[config.mk]
export PLATFORM = sky130hd
export DESIGN_NAME = drive_fault_trip_supervisor
export DESIGN_NICKNAME = d
export VERILOG_FILES = /design/src/drive_fault_trip_supervisor.v
export VERILOG_INCLUDE_DIRS = /design/src /design/src/common
export SDC_FILE = /design/constraint.sdc
export NUM_CORES = 2
export LEC_CHECK = 0
export BUFFER_PORTS_ARGS = -buffer_cell sky130_fd_sc_hd__clkbuf_2
export CAP_MARGIN = 15
export CELL_PAD_IN_SITES_DETAIL_PLACEMENT = 1
export CELL_PAD_IN_SITES_GLOBAL_PLACEMENT = 2
export CORE_MARGIN = 2
export CORE_UTILIZATION = 40
export CTS_BUF_LIST = sky130_fd_sc_hd__clkbuf_8 sky130_fd_sc_hd__clkbuf_16
export DETAILED_ROUTE_END_ITERATION = 10
export GPL_TIMING_DRIVEN = 0
export PLACE_DENSITY_LB_ADDON = 0.2
export SLEW_MARGIN = 20
export SYNTH_ARGS = -nofsm -noshare
export SYNTH_HDL_FRONTEND = slang
export SYNTH_SLANG_ARGS = --single-unit
[constraint.sdc]
create_clock -name sys_clk -period 8.56 [get_ports sys_clk]
set_input_delay 0.856 -clock sys_clk [delete_from_list [all_inputs] [get_ports sys_clk]]
set_output_delay 0.856 -clock sys_clk [all_outputs]
set_load 0.1 [all_outputs]
[src/common/trip_supervisor_defines.vh]
// constants for the drive fault trip supervisor
`ifndef TRIP_SUPERVISOR_DEFINES_VH
`define TRIP_SUPERVISOR_DEFINES_VH
`define CLK_MHZ 200
`define REG_CTRL 8'h00
`define REG_STATUS 8'h04
`define REG_CODE 8'h08
`define REG_SPEED_GAP_LIMIT 8'h0C
`define REG_OVERSPEED_LIMIT 8'h10
`define REG_OVERSPEED_DWELL 8'h14
`define REG_CONTACTOR_WINDOW 8'h18
`define REG_SOFT_START_WINDOW 8'h1C
`define REG_SOFT_START_THRESHOLD 8'h20
`define REG_ABN_UPPER_LIMIT 8'h24
`define REG_ABN_LOWER_LIMIT 8'h28
`define REG_POS_FWD_LIMIT 8'h2C
`define REG_EVENT 8'h30
`define REG_MASK 8'h34
`define REG_INPUT_ASSIGN 8'h38
`define CTRL_SPEED_GAP_SEL_LSB 0
`define CTRL_SOFT_START_EN 2
`define CTRL_UPPER_ACT_LSB 4
`define CTRL_LOWER_ACT_LSB 6
`define CTRL_DECAY_SEL_LSB 8
`define CTRL_CONTACTOR_FB_EN 10
`define CTRL_RESET_REQ 11
`define CTRL_WATCH_TARGET_LSB 12
`define CTRL_RESET 16'h0000
`define ACT_ERROR 2'h1
`define ACT_TRIP 2'h2
`define ACT_TRIP_DECEL 2'h3
`define DECAY_OFF 2'h0
`define CODE_SAFETY_BASE 8'h3C
`define CODE_ENCODER 8'h64
`define CODE_POSITION 8'h68
`define CODE_SPEED_GAP 8'h69
`define CODE_OVERSPEED 8'h6B
`define CODE_CONTACTOR 8'h6E
`define CODE_SOFT_START 8'h78
`define CODE_ABN_UPPER 8'h79
`define CODE_ABN_LOWER 8'h7A
`define CODE_OVERLOAD 8'h27
`define THERMISTOR_SLOT 3'h4
`define RESET_HOLD_MS 10000
`define RESET_HOLD_CYCLES (`RESET_HOLD_MS * 1000 * `CLK_MHZ)
`define MS_CYCLES (1000 * `CLK_MHZ)
`endif

[src/drive_fault_trip_supervisor.v]
// fault supervisor: compares feedback to limits, latches trips and error codes
// Notes on behaviour
// - A safety option shutoff, internal or path fault cuts and trips with code 60 to 63.
// - A broken encoder wire cuts the output and trips with code 100.
// - A position beyond the forward range limit cuts the output and trips with code 104.
// - When the gap action is error (01), a speed gap above its limit trips with code 105.
// - Speed above the overspeed limit for the dwell time trips with code 107.
// - Assigned contactor feedback not following the drive in its window trips with code 110.
// - With soft start check on, feedback short of threshold in its window trips code 120.
// - Abnormal level tripping applies only for action trip (02) or trip after stop (03).
// - The watched value above range reports code 121, below range code 122.
// - With thermal decay off, resets are ignored for ten seconds after an overload trip.
// - With decay on, reset is accepted at once and the overload value keeps decaying.
// - The thermistor function may be assigned only to input slot five, never elsewhere.
// - The safety state monitor output is driven only while the monitor switch is set.
`timescale 1ns/1ps
`include "trip_supervisor_defines.vh"
module drive_fault_trip_supervisor #(
   parameter RESET_HOLD = `RESET_HOLD_CYCLES
) (
   // clock and reset
   input wire sys_clk,
   input wire reset_n,
   // wishbone slave
   input wire wb_cyc_i,
   input wire wb_stb_i,
   input wire wb_we_i,
   input wire [7:0] wb_adr_i,
   input wire [3:0] wb_sel_i,
   input wire [31:0] wb_dat_i,
   output reg [31:0] wb_dat_o,
   output wire wb_ack_o,
   // feedback from the drive
   input wire [31:0] position_in,
   input wire [15:0] speed_ref_in,
   input wire [15:0] speed_fb_in,
   input wire [15:0] pid_fb_in,
   input wire [15:0] watch_value_0,
   input wire [15:0] watch_value_1,
   input wire [15:0] overload_value_in,
   // pins from the far side
   input wire [3:0] safe_torque_cut_fault,
   input wire encoder_broken,
   input wire contactor_feedback_in,
   input wire overload_trip,
   input wire run_start,
   input wire safety_state,
   input wire safety_monitor_switch,
   // outputs
   output reg drive_enable,
   output reg contactor_drive_out,
   output reg safety_monitor_out,
   output reg [7:0] error_code,
   output reg trip,
   output reg [15:0] overload_value,
   output wire irq
);

////////////////////////////////////////////////////////////////////////////////
function [31:0] ms_to_cycles;
   input [15:0] ms;
   begin
      ms_to_cycles = ms * `MS_CYCLES;
   end
endfunction

function [15:0] absdiff;
   input [15:0] a;
   input [15:0] b;
   begin
      absdiff = (a > b) ? a - b : b - a;
   end
endfunction

////////////////////////////////////////////////////////////////////////////////
// pin synchronisers
reg [7:0] pin_meta_reg;
reg [7:0] pin_sync_reg;
always @(posedge sys_clk or negedge reset_n) begin
   if (!reset_n) begin
      pin_meta_reg <= 8'h00;
      pin_sync_reg <= 8'h00;
   end else begin
      pin_meta_reg <= {safety_monitor_switch, safety_state, overload_trip,
         contactor_feedback_in, encoder_broken, safe_torque_cut_fault[2:0]};
      pin_sync_reg <= pin_meta_reg;
   end
end
reg sto3_meta_reg;
reg sto3_sync_reg;
always @(posedge sys_clk or negedge reset_n) begin
   if (!reset_n) begin
      sto3_meta_reg <= 1'b0;
      sto3_sync_reg <= 1'b0;
   end else begin
      sto3_meta_reg <= safe_torque_cut_fault[3];
      sto3_sync_reg <= sto3_meta_reg;
   end
end
wire [3:0] sto_s = {sto3_sync_reg, pin_sync_reg[2:0]};
wire enc_s = pin_sync_reg[3];
wire cok_s = pin_sync_reg[4];
wire ovl_s = pin_sync_reg[5];
wire sst_s = pin_sync_reg[6];
wire msw_s = pin_sync_reg[7];

////////////////////////////////////////////////////////////////////////////////
// registers
reg [15:0] ctrl_reg;
reg [15:0] gap_limit_reg;
reg [15:0] os_limit_reg;
reg [15:0] os_dwell_reg;
reg [15:0] con_window_reg;
reg [15:0] ss_window_reg;
reg [15:0] ss_thresh_reg;
reg [15:0] up_limit_reg;
reg [15:0] lo_limit_reg;
reg [31:0] pos_limit_reg;
reg [7:0] event_reg;
reg [7:0] mask_reg;
reg [2:0] assign_reg;
reg ack_reg;
wire access = wb_cyc_i & wb_stb_i & ~ack_reg;
wire wr = access & wb_we_i & (&wb_sel_i);
wire rd_event = access & ~wb_we_i & (wb_adr_i == `REG_EVENT);
wire reset_req = wr & (wb_adr_i == `REG_CTRL) & wb_dat_i[`CTRL_RESET_REQ];
assign wb_ack_o = ack_reg;
assign irq = |(event_reg & mask_reg);

wire [1:0] gap_sel = ctrl_reg[`CTRL_SPEED_GAP_SEL_LSB +: 2];
wire ss_en = ctrl_reg[`CTRL_SOFT_START_EN];
wire [1:0] up_act = ctrl_reg[`CTRL_UPPER_ACT_LSB +: 2];
wire [1:0] lo_act = ctrl_reg[`CTRL_LOWER_ACT_LSB +: 2];
wire [1:0] decay_sel = ctrl_reg[`CTRL_DECAY_SEL_LSB +: 2];
wire con_en = ctrl_reg[`CTRL_CONTACTOR_FB_EN];
wire watch_sel = ctrl_reg[`CTRL_WATCH_TARGET_LSB];
wire [15:0] watch = watch_sel ? watch_value_1 : watch_value_0;

////////////////////////////////////////////////////////////////////////////////
// fault detection
reg [31:0] os_cnt_reg;
reg [31:0] con_cnt_reg;
reg [31:0] ss_cnt_reg;
reg ss_done_reg;
reg con_state_reg;
wire os_fault = (os_cnt_reg >= ms_to_cycles(os_dwell_reg)) & (speed_fb_in > os_limit_reg);
wire con_fault = con_en & (cok_s != contactor_drive_out) &
   (con_cnt_reg >= ms_to_cycles(con_window_reg));
wire ss_fault = ss_en & ~ss_done_reg & (ss_cnt_reg >= ms_to_cycles(ss_window_reg));
wire up_on = (up_act == `ACT_TRIP) | (up_act == `ACT_TRIP_DECEL);
wire lo_on = (lo_act == `ACT_TRIP) | (lo_act == `ACT_TRIP_DECEL);

reg [7:0] code_next;
reg fault_next;
always @* begin
   code_next = 8'h00;
   fault_next = 1'b1;
   if (|sto_s) begin
      code_next = `CODE_SAFETY_BASE + {6'h00, (sto_s[0] ? 2'h0 : sto_s[1] ? 2'h1 :
         sto_s[2] ? 2'h2 : 2'h3)};
   end else if (enc_s) begin
      code_next = `CODE_ENCODER;
   end else if ($signed(position_in) > $signed(pos_limit_reg)) begin
      code_next = `CODE_POSITION;
   end else if (gap_sel == `ACT_ERROR && absdiff(speed_ref_in, speed_fb_in) > gap_limit_reg) begin
      code_next = `CODE_SPEED_GAP;
   end else if (os_fault) begin
      code_next = `CODE_OVERSPEED;
   end else if (con_fault) begin
      code_next = `CODE_CONTACTOR;
   end else if (ss_fault) begin
      code_next = `CODE_SOFT_START;
   end else if (up_on && watch > up_limit_reg) begin
      code_next = `CODE_ABN_UPPER;
   end else if (lo_on && watch < lo_limit_reg) begin
      code_next = `CODE_ABN_LOWER;
   end else if (ovl_s) begin
      code_next = `CODE_OVERLOAD;
   end else begin
      fault_next = 1'b0;
   end
end

////////////////////////////////////////////////////////////////////////////////
// timers, trip latch and reset gate
reg [31:0] hold_cnt_reg;
wire reset_ok = (hold_cnt_reg == 32'h0);
always @(posedge sys_clk or negedge reset_n) begin
   if (!reset_n) begin
      os_cnt_reg <= 32'h0;
      con_cnt_reg <= 32'h0;
      ss_cnt_reg <= 32'h0;
      ss_done_reg <= 1'b0;
      con_state_reg <= 1'b0;
      hold_cnt_reg <= 32'h0;
      trip <= 1'b0;
      error_code <= 8'h00;
      drive_enable <= 1'b0;
      contactor_drive_out <= 1'b0;
      safety_monitor_out <= 1'b0;
      overload_value <= 16'h0000;
   end else begin
      os_cnt_reg <= (speed_fb_in > os_limit_reg) ? os_cnt_reg + 32'h1 : 32'h0;
      con_state_reg <= contactor_drive_out;
      if (con_state_reg != contactor_drive_out || cok_s == contactor_drive_out) begin
         con_cnt_reg <= 32'h0;
      end else begin
         con_cnt_reg <= con_cnt_reg + 32'h1;
      end
      if (run_start) begin
         ss_cnt_reg <= 32'h0;
         ss_done_reg <= 1'b0;
      end else if (pid_fb_in >= ss_thresh_reg) begin
         ss_done_reg <= 1'b1;
      end else if (!ss_done_reg) begin
         ss_cnt_reg <= ss_cnt_reg + 32'h1;
      end
      // overload value kept across reset, only decays when enabled
      if (decay_sel == `DECAY_OFF || overload_value_in > overload_value) begin
         overload_value <= overload_value_in;
      end else if (overload_value != 16'h0000) begin
         overload_value <= overload_value - 16'h1;
      end
      if (hold_cnt_reg != 32'h0) begin
         hold_cnt_reg <= hold_cnt_reg - 32'h1;
      end
      if (!trip && fault_next) begin
         trip <= 1'b1;
         error_code <= code_next;
         if (code_next == `CODE_OVERLOAD && decay_sel == `DECAY_OFF) begin
            hold_cnt_reg <= RESET_HOLD;
         end
      end else if (trip && reset_req && reset_ok) begin
         trip <= 1'b0;
         error_code <= 8'h00;
      end
      drive_enable <= ~trip & ~fault_next;
      contactor_drive_out <= run_start ? 1'b1 : (trip ? 1'b0 : contactor_drive_out);
      safety_monitor_out <= msw_s & sst_s;
   end
end

////////////////////////////////////////////////////////////////////////////////
// bus slave
always @(posedge sys_clk or negedge reset_n) begin
   if (!reset_n) begin
      ack_reg <= 1'b0;
      ctrl_reg <= `CTRL_RESET;
      gap_limit_reg <= 16'h0000;
      os_limit_reg <= 16'hFFFF;
      os_dwell_reg <= 16'h0000;
      con_window_reg <= 16'h0000;
      ss_window_reg <= 16'h0000;
      ss_thresh_reg <= 16'h0000;
      up_limit_reg <= 16'hFFFF;
      lo_limit_reg <= 16'h0000;
      pos_limit_reg <= 32'h7FFFFFFF;
      event_reg <= 8'h00;
      mask_reg <= 8'h00;
      assign_reg <= 3'h0;
      wb_dat_o <= 32'h0;
   end else begin
      ack_reg <= access;
      if (rd_event) begin
         event_reg <= {7'h00, !trip && fault_next}; // set wins over the read clear
      end else begin
         event_reg <= event_reg | {7'h00, !trip && fault_next};
      end
      if (wr) begin
         case (wb_adr_i)
            `REG_CTRL: ctrl_reg <= wb_dat_i[15:0] & 16'hF7FF;
            `REG_SPEED_GAP_LIMIT: gap_limit_reg <= wb_dat_i[15:0];
            `REG_OVERSPEED_LIMIT: os_limit_reg <= wb_dat_i[15:0];
            `REG_OVERSPEED_DWELL: os_dwell_reg <= wb_dat_i[15:0];
            `REG_CONTACTOR_WINDOW: con_window_reg <= wb_dat_i[15:0];
            `REG_SOFT_START_WINDOW: ss_window_reg <= wb_dat_i[15:0];
            `REG_SOFT_START_THRESHOLD: ss_thresh_reg <= wb_dat_i[15:0];
            `REG_ABN_UPPER_LIMIT: up_limit_reg <= wb_dat_i[15:0];
            `REG_ABN_LOWER_LIMIT: lo_limit_reg <= wb_dat_i[15:0];
            `REG_POS_FWD_LIMIT: pos_limit_reg <= wb_dat_i;
            `REG_MASK: mask_reg <= wb_dat_i[7:0];
            `REG_INPUT_ASSIGN: begin
               // thermistor function code 1 only accepted in slot five
               if (wb_dat_i[3] == 1'b0 || wb_dat_i[2:0] == `THERMISTOR_SLOT) begin
                  assign_reg <= wb_dat_i[3] ? wb_dat_i[2:0] : 3'h0;
               end
            end
            default: ;
         endcase
      end
      if (access && !wb_we_i) begin
         case (wb_adr_i)
            `REG_CTRL: wb_dat_o <= {16'h0, ctrl_reg};
            `REG_STATUS: wb_dat_o <= {16'h0, overload_value[7:0], 3'h0, safety_monitor_out,
               reset_ok, contactor_drive_out, drive_enable, trip};
            `REG_CODE: wb_dat_o <= {24'h0, error_code};
            `REG_SPEED_GAP_LIMIT: wb_dat_o <= {16'h0, gap_limit_reg};
            `REG_OVERSPEED_LIMIT: wb_dat_o <= {16'h0, os_limit_reg};
            `REG_OVERSPEED_DWELL: wb_dat_o <= {16'h0, os_dwell_reg};
            `REG_CONTACTOR_WINDOW: wb_dat_o <= {16'h0, con_window_reg};
            `REG_SOFT_START_WINDOW: wb_dat_o <= {16'h0, ss_window_reg};
            `REG_SOFT_START_THRESHOLD: wb_dat_o <= {16'h0, ss_thresh_reg};
            `REG_ABN_UPPER_LIMIT: wb_dat_o <= {16'h0, up_limit_reg};
            `REG_ABN_LOWER_LIMIT: wb_dat_o <= {16'h0, lo_limit_reg};
            `REG_POS_FWD_LIMIT: wb_dat_o <= pos_limit_reg;
            `REG_EVENT: wb_dat_o <= {24'h0, event_reg};
            `REG_MASK: wb_dat_o <= {24'h0, mask_reg};
            `REG_INPUT_ASSIGN: wb_dat_o <= {28'h0, assign_reg != 3'h0, assign_reg};
            default: wb_dat_o <= 32'h0;
         endcase
      end
   end
end

endmodule

# Word-level counts from Yosys, hierarchy flattened
# Cells that the tools add are included.
[totals]
elab_cells = 189
output_inout_bits = 62
register_bits = 403
input_bits = 187
[classes]
multipliers = 3
eq_ne = 26
reduce_logical = 39
order_cmp = 11
n_addsub = 8
bitwise_logic = 25
muxes = 46
[op_table]
columns = ["cell", "n"]
rows = [
  ["$pmux W32 S15", 1],
  ["$mux W32", 8],
  ["$add A32 B1 Y32 const B", 3],
  ["$ge A32 B32 Y1", 3],
  ["$gt A16 B16 Y1", 5],
  ["$mul A16 B12 Y26 const B", 3],
  ["$eq A8 B6 Y1 const B", 8],
  ["$mux W16", 4],
  ["$mux W7", 9],
  ["$eq A8 B5 Y1 const B", 4],
  ["$gt A32 B32 Y1", 1],
  ["$logic_not A32 Y1", 1],
  ["$reduce_bool A32 Y1", 1],
  ["$sub A16 B16 Y16", 2],
  ["$sub A32 B1 Y32 const B", 1],
  ["$mux W8", 3],
  ["$reduce_and A2 Y1", 12],
  ["$mux W1", 17],
  ["$eq A8 B4 Y1 const B", 2],
  ["$ge A16 B16 Y1", 1],
  ["$lt A16 B16 Y1", 1],
  ["$reduce_bool A16 Y1", 1],
  ["$sub A16 B1 Y16 const B", 1],
  ["$and A1 B1 Y1", 15],
  ["other kinds (26)", 51],
]

# Depth between registers and ports, before layout
[logic_depth]
ltp_word = 16
ltp_mapped = 31
depth_no_buf = 29

# Least setup slack after synthesis
# No wires, ideal clock.
[synth_path]
path_kind = "reg2reg"
startpoint = "register ss_window_reg[2]"
endpoint = "register hold_cnt_reg[14]"
stages_incl_launch_ff = 30
setup_time_ns = 0.119
t_arrival_ns = 7.042
t_required_ns = 8.441
path_buffers = 2
slack_ns = 1.399
period_less_slack_ns = 7.161
path_cell_list = "dfrtp_1 > ha_1 > ha_1 > xor2_1 > ha_1 > fa_1 > inv_1 > fa_1 > inv_1 > ha_1 > or4_1 > or2_2 > o22ai_1 > o21ai_0 > or4_1 > nand3_1 > nand2_1 > nor2_1 > xor2_1 > ha_1 > and4_1 > a221oi_1 > o22ai_1 > a21o_1 > nand3b_2 > or3_1 > buf_2 > nor4_4 > buf_6 > nor2_2"
[synth_via]
elab_chain_len = 14
elab_cells_between_ends = 22
classes_between = "mul (1); order compare (1); eq/ne (1); mux (16); bitwise (1); reduce/logical (2)"
[synth_rtl]
columns = ["item", "line_no", "rtl"]
rows = [
  ["start, declared", "drive_fault_trip_supervisor.v:114", "reg [15:0] ss_window_reg;"],
  ["start signal, assigned", "drive_fault_trip_supervisor.v:276", "`REG_SOFT_START_WINDOW: ss_window_reg <= wb_dat_i[15:0];"],
  ["$mul A16 B12 Y26 (no source line) *", "-", ""],
  ["$ge A32 B32 Y1 *", "drive_fault_trip_supervisor.v:149", "wire ss_fault = ss_en & ~ss_done_reg & (ss_cnt_reg >= ms_to_cycles(ss_window_reg));"],
  ["$and A1 B1 Y1 *", "drive_fault_trip_supervisor.v:149", ""],
  ["$mux W7", "drive_fault_trip_supervisor.v:171", "end else if (ss_fault) begin"],
  ["$mux W7", "drive_fault_trip_supervisor.v:169", "end else if (con_fault) begin"],
  ["$mux W7", "drive_fault_trip_supervisor.v:167", "end else if (os_fault) begin"],
  ["$mux W7", "drive_fault_trip_supervisor.v:165", "end else if (gap_sel == `ACT_ERROR && absdiff(speed_ref_in, speed_fb_in) > gap_limit_reg) begin"],
  ["$mux W7", "drive_fault_trip_supervisor.v:163", "end else if ($signed(position_in) > $signed(pos_limit_reg)) begin"],
  ["$mux W7", "drive_fault_trip_supervisor.v:161", "end else if (enc_s) begin"],
  ["$mux W7", "drive_fault_trip_supervisor.v:158", "if (|sto_s) begin"],
  ["$eq A8 B6 Y1 (no source line)", "-", ""],
  ["$logic_and A1 B1 Y1 (no source line)", "-", ""],
  ["$mux W32", "drive_fault_trip_supervisor.v:230", "if (code_next == `CODE_OVERLOAD && decay_sel == `DECAY_OFF) begin"],
  ["$mux W32 *", "drive_fault_trip_supervisor.v:227", "if (!trip && fault_next) begin"],
  ["end signal, assigned", "drive_fault_trip_supervisor.v:225", "hold_cnt_reg <= hold_cnt_reg - 32'h1;"],
  ["end, declared", "drive_fault_trip_supervisor.v:186", "reg [31:0] hold_cnt_reg;"],
]
# Every way passes the cells marked *; elsewhere a longest branch is shown, timed or not.
# A chain may end at the register's enable or synchronous reset.

# Worst setup path in the final report
[layout_path]
startpoint = "register ss_window_reg[8]"
endpoint = "register hold_cnt_reg[24]"
# Same word-level chain as after synthesis.

==> run_results.csv <==
group,metric,value,unit
drt,routed_wl,110,mm
drt,drtAntennaViolNets,0,
placed_design,post-place-cells,4914,
synth,syn_avg_cell_area,9.32,um2
layout,syn_to_final_growth,13.7,%
synth,synth_cells,3588,
critical_path,path_delay_family,"simple AND/OR/NAND/NOR gates",
sta,fmax,122,MHz
synth,synth_edf_count,0,
synth,async_flop_share,100,%
sta,final_max_slew_viol_count,0,
grt,overflow,0,
floorplan,dieWidth,293,um
floorplan,rows,106,
synth,synth.ff_latch_count,395,
grt,antenna_found_initial,2,
layout,final_cells,5014,
drt,drc,0,
sta,fin_tns_setup,0,ns
sta,fin_crit_sh,95.5,%
sta,tightest_slew,1.15,ns
critical_path,required,9.08,ns
layout,layout.cell_area.non_filler,38000,um2
sta,setup_viol,0,
critical_path,critPathMaxFanout,10,
grt,grt_max_degree,87,
placed_design,hpwl,89.2,mm
grt,use_met1,36.3,%
drt,viasPerCell,5.47,
synth,yosysSeqAreaShare,29.8,%
hold_path,hold_class,"input port to asynchronous set/reset pin",
synth,synth-main-ff-cell,"dfrtp_1",
grt,grt.busiest_layer,"met2",
floorplan,start_util,40.2,%
floorplan,die_y,293,um
sta,skew,0.0322,ns
power,p_leak,19.5,nW
floorplan,ios,249,
placed_design,io_buffers,240,
clocking,clkSinkCount,395,
critical_path,cp_num_buf_inv,6,
critical_path,cp-start-kind,"flip-flop",
sta,relSlewSlack,23.6,%
sta,fin_crit,8.18,ns
drt,dr.pass1.iters,8,
layout,fin_nets,4737,
critical_path,worstPathArrival,8.70,ns
synth,syn_nets,4433,
sta,fin_ws,0.383,ns
layout,drive_above_1_share,14.5,%
placed_design,preCtsSetupSlack,-0.290,ns
status,status,"finished, final reports clean",
clocking,worstSkewPairLatency,0.61,ns
clocking,cts_root_buffer,"clkbuf_16",
clocking,cts_buffer_depth,3,
synth,netlist_area,33400,um2
drt,drt_iter0_markers,1592,
grt,grtUsageMet2,41.6,%
critical_path,crit_path_end_kind,"flip-flop",
drt,num_vias,27400,
power,powerDensity,119,nW/um2
placed_design,place_area,36200,um2
clocking,cts_inserted_buffers,50,
flow_run,timing.max_cap.violations,0,
critical_path,critPathMaxStageDelay,0.58,ns
clocking,cts.clk_slew.worst_paths,0.06,ns
floorplan,core_area,83200,um2
grt,grt_pass1_wl,171,mm
floorplan,die_area,85900,um2
grt,grt_pass1_vias,28600,
clocking,h-tree-depth,2,
critical_path,cp_slowest_cell,"or4_1",
layout,post-route-util,45.7,%
synth,ys.warnings.count,0,
synth,synth_cell_types,79,
drt,routedWlPerCell,21.9,um
power,irDropWorstVdd,167,uV
clocking,cts_hold_buf,0,
grt,met3_usage,3.68,%
placed_design,place.gp.congestion,0.917,
grt,grt_util_all_layers,25.8,%
critical_path,critPathKind,"flip-flop to flip-flop",
clocking,cts_tree,"done",
sta,hold_viol_final,0,
[routing by layer]
layer	part of all wire, %	routed length (um)
met5	0	0
met4	2.2	2390
met3	5.4	5980
met2	46	50400
met1	47	51200
[per-stage QoR]
stage	power [mW]	hold slack, ns
5_1_grt	4.70	0.247
4_1_cts	4.59	0.219
2_1_floorplan	2.17	0.331
6_report	4.54	0.237
3_5_place_dp	2.37	0.336
3_3_place_gp	2.36	0.332
[path summary, 6_finish.rpt]
path,start,end,slack [ns],cells after the start
worst max-delay path,ss_window_reg[8],hold_cnt_reg[24],0.38,30
worst min-delay path,reset_n,ss_cnt_reg[22],0.24,1
worst max register to register,ss_window_reg[8],hold_cnt_reg[24],0.38,30
worst min register to register,pin_meta_reg[3],pin_sync_reg[3],0.35,0
max in group asynchronous,reset_n,os_limit_reg[11],7.09,3
min in group sys_clk,pin_meta_reg[3],pin_sync_reg[3],0.35,0
[cell families (layout without fill, tap and decap cells)]
group | after synthesis | in the layout | share of synthesized area [%]
xor+xnor | 176 | 176 | 4.61
flops | 395 | 395 | 29.8
compound gates | 670 | 670 | 13.0
mux | 143 | 143 | 4.71
fa+ha+maj | 658 | 658 | 27.6
buf+inv | 666 | 1009 | 7.54
simple gates | 879 | 879 | 12.8
other cells | 1 | 4 | 0.0112
[repair_timing]
item	CTS	global route
gates cloned	0	0
resized for setup	3	13
setup buffers	4	2
endpoints found under the setup margin	31	39
pin swaps	2	3
[final cells by class]
| cell class | instances | area, um2 |
|---|---|---|
| Fill cell | 9669 | 45100 |
| Multi-Input combinational cell | 2527 | 21100 |
| Sequential cell | 395 | 9970 |
| Inverter | 568 | 2130 |
| Clock buffer | 65 | 1460 |
| Timing Repair Buffer | 252 | 1420 |
| Tap cell | 1080 | 1350 |
| Buffer | 98 | 390 |
| Clock inverter | 26 | 243 |
| Antenna cell | 3 | 7.51 |
[synth_stat cells, drive strengths merged (15+ instances only)]
| cell type | number | area (um2) |
|---|---|---|
| a211oi | 16 | 120 |
| a21o | 59 | 443 |
| a21oi | 136 | 681 |
| a221oi | 37 | 330 |
| a22o | 35 | 307 |
| a22oi | 15 | 113 |
| a31oi | 19 | 119 |
| and3 | 33 | 206 |
| clkbuf | 88 | 330 |
| dfrtp | 332 | 8310 |
| dfstp | 63 | 1660 |
| fa | 132 | 2640 |
| ha | 526 | 6580 |
| inv | 568 | 2130 |
| mux2 | 116 | 1310 |
| mux2i | 27 | 270 |
| nand2 | 269 | 1010 |
| nand2b | 20 | 125 |
| nand3 | 76 | 380 |
| nand4 | 53 | 332 |
| nor2 | 206 | 798 |
| nor2b | 36 | 225 |
| nor3 | 63 | 315 |
| nor4 | 25 | 171 |
| o211ai | 18 | 135 |
| o21a | 16 | 120 |
| o21ai | 223 | 1120 |
| o21bai | 15 | 113 |
| or3 | 29 | 181 |
| or4 | 18 | 135 |
| xnor2 | 93 | 815 |
| xor2 | 83 | 727 |
[cells in the final DEF, fill, tap and decap left out, types with 20 or more instances in the layout]
| cell type | netlist | final |
|---|---|---|
| xor2_1 | 83 | 83 |
| dfrtp_1 | 332 | 329 |
| clkbuf_2 | 0 | 239 |
| nand4_1 | 53 | 53 |
| ha_1 | 526 | 526 |
| nor2b_1 | 36 | 36 |
| nor3_1 | 63 | 58 |
| nor2_1 | 196 | 196 |
| and3_1 | 33 | 33 |
| nand2_1 | 269 | 269 |
| mux2i_1 | 27 | 27 |
| nand2b_1 | 20 | 20 |
| xnor2_1 | 93 | 93 |
| nand3_1 | 76 | 76 |
| a22o_1 | 35 | 35 |
| a21o_1 | 59 | 59 |
| clkbuf_16 | 0 | 50 |
| clkbuf_1 | 88 | 88 |
| dfstp_2 | 63 | 63 |
| fa_1 | 132 | 132 |
| o21ai_0 | 217 | 216 |
| or3_1 | 29 | 28 |
| a221oi_1 | 36 | 35 |
| nor4_1 | 24 | 24 |
| mux2_2 | 116 | 116 |
| inv_1 | 568 | 576 |
| a21oi_1 | 136 | 136 |
[power by group]
| group | switching (mW) | internal [mW] | total, mW | leakage [nW] |
|---|---|---|---|---|
| clock network | 0.887 | 1.31 | 2.20 | 0.870 |
| registers | 0.0163 | 1.88 | 1.90 | 4.78 |
| logic | 0.289 | 0.150 | 0.439 | 13.9 |
Power figures use the tool's default switching activity.
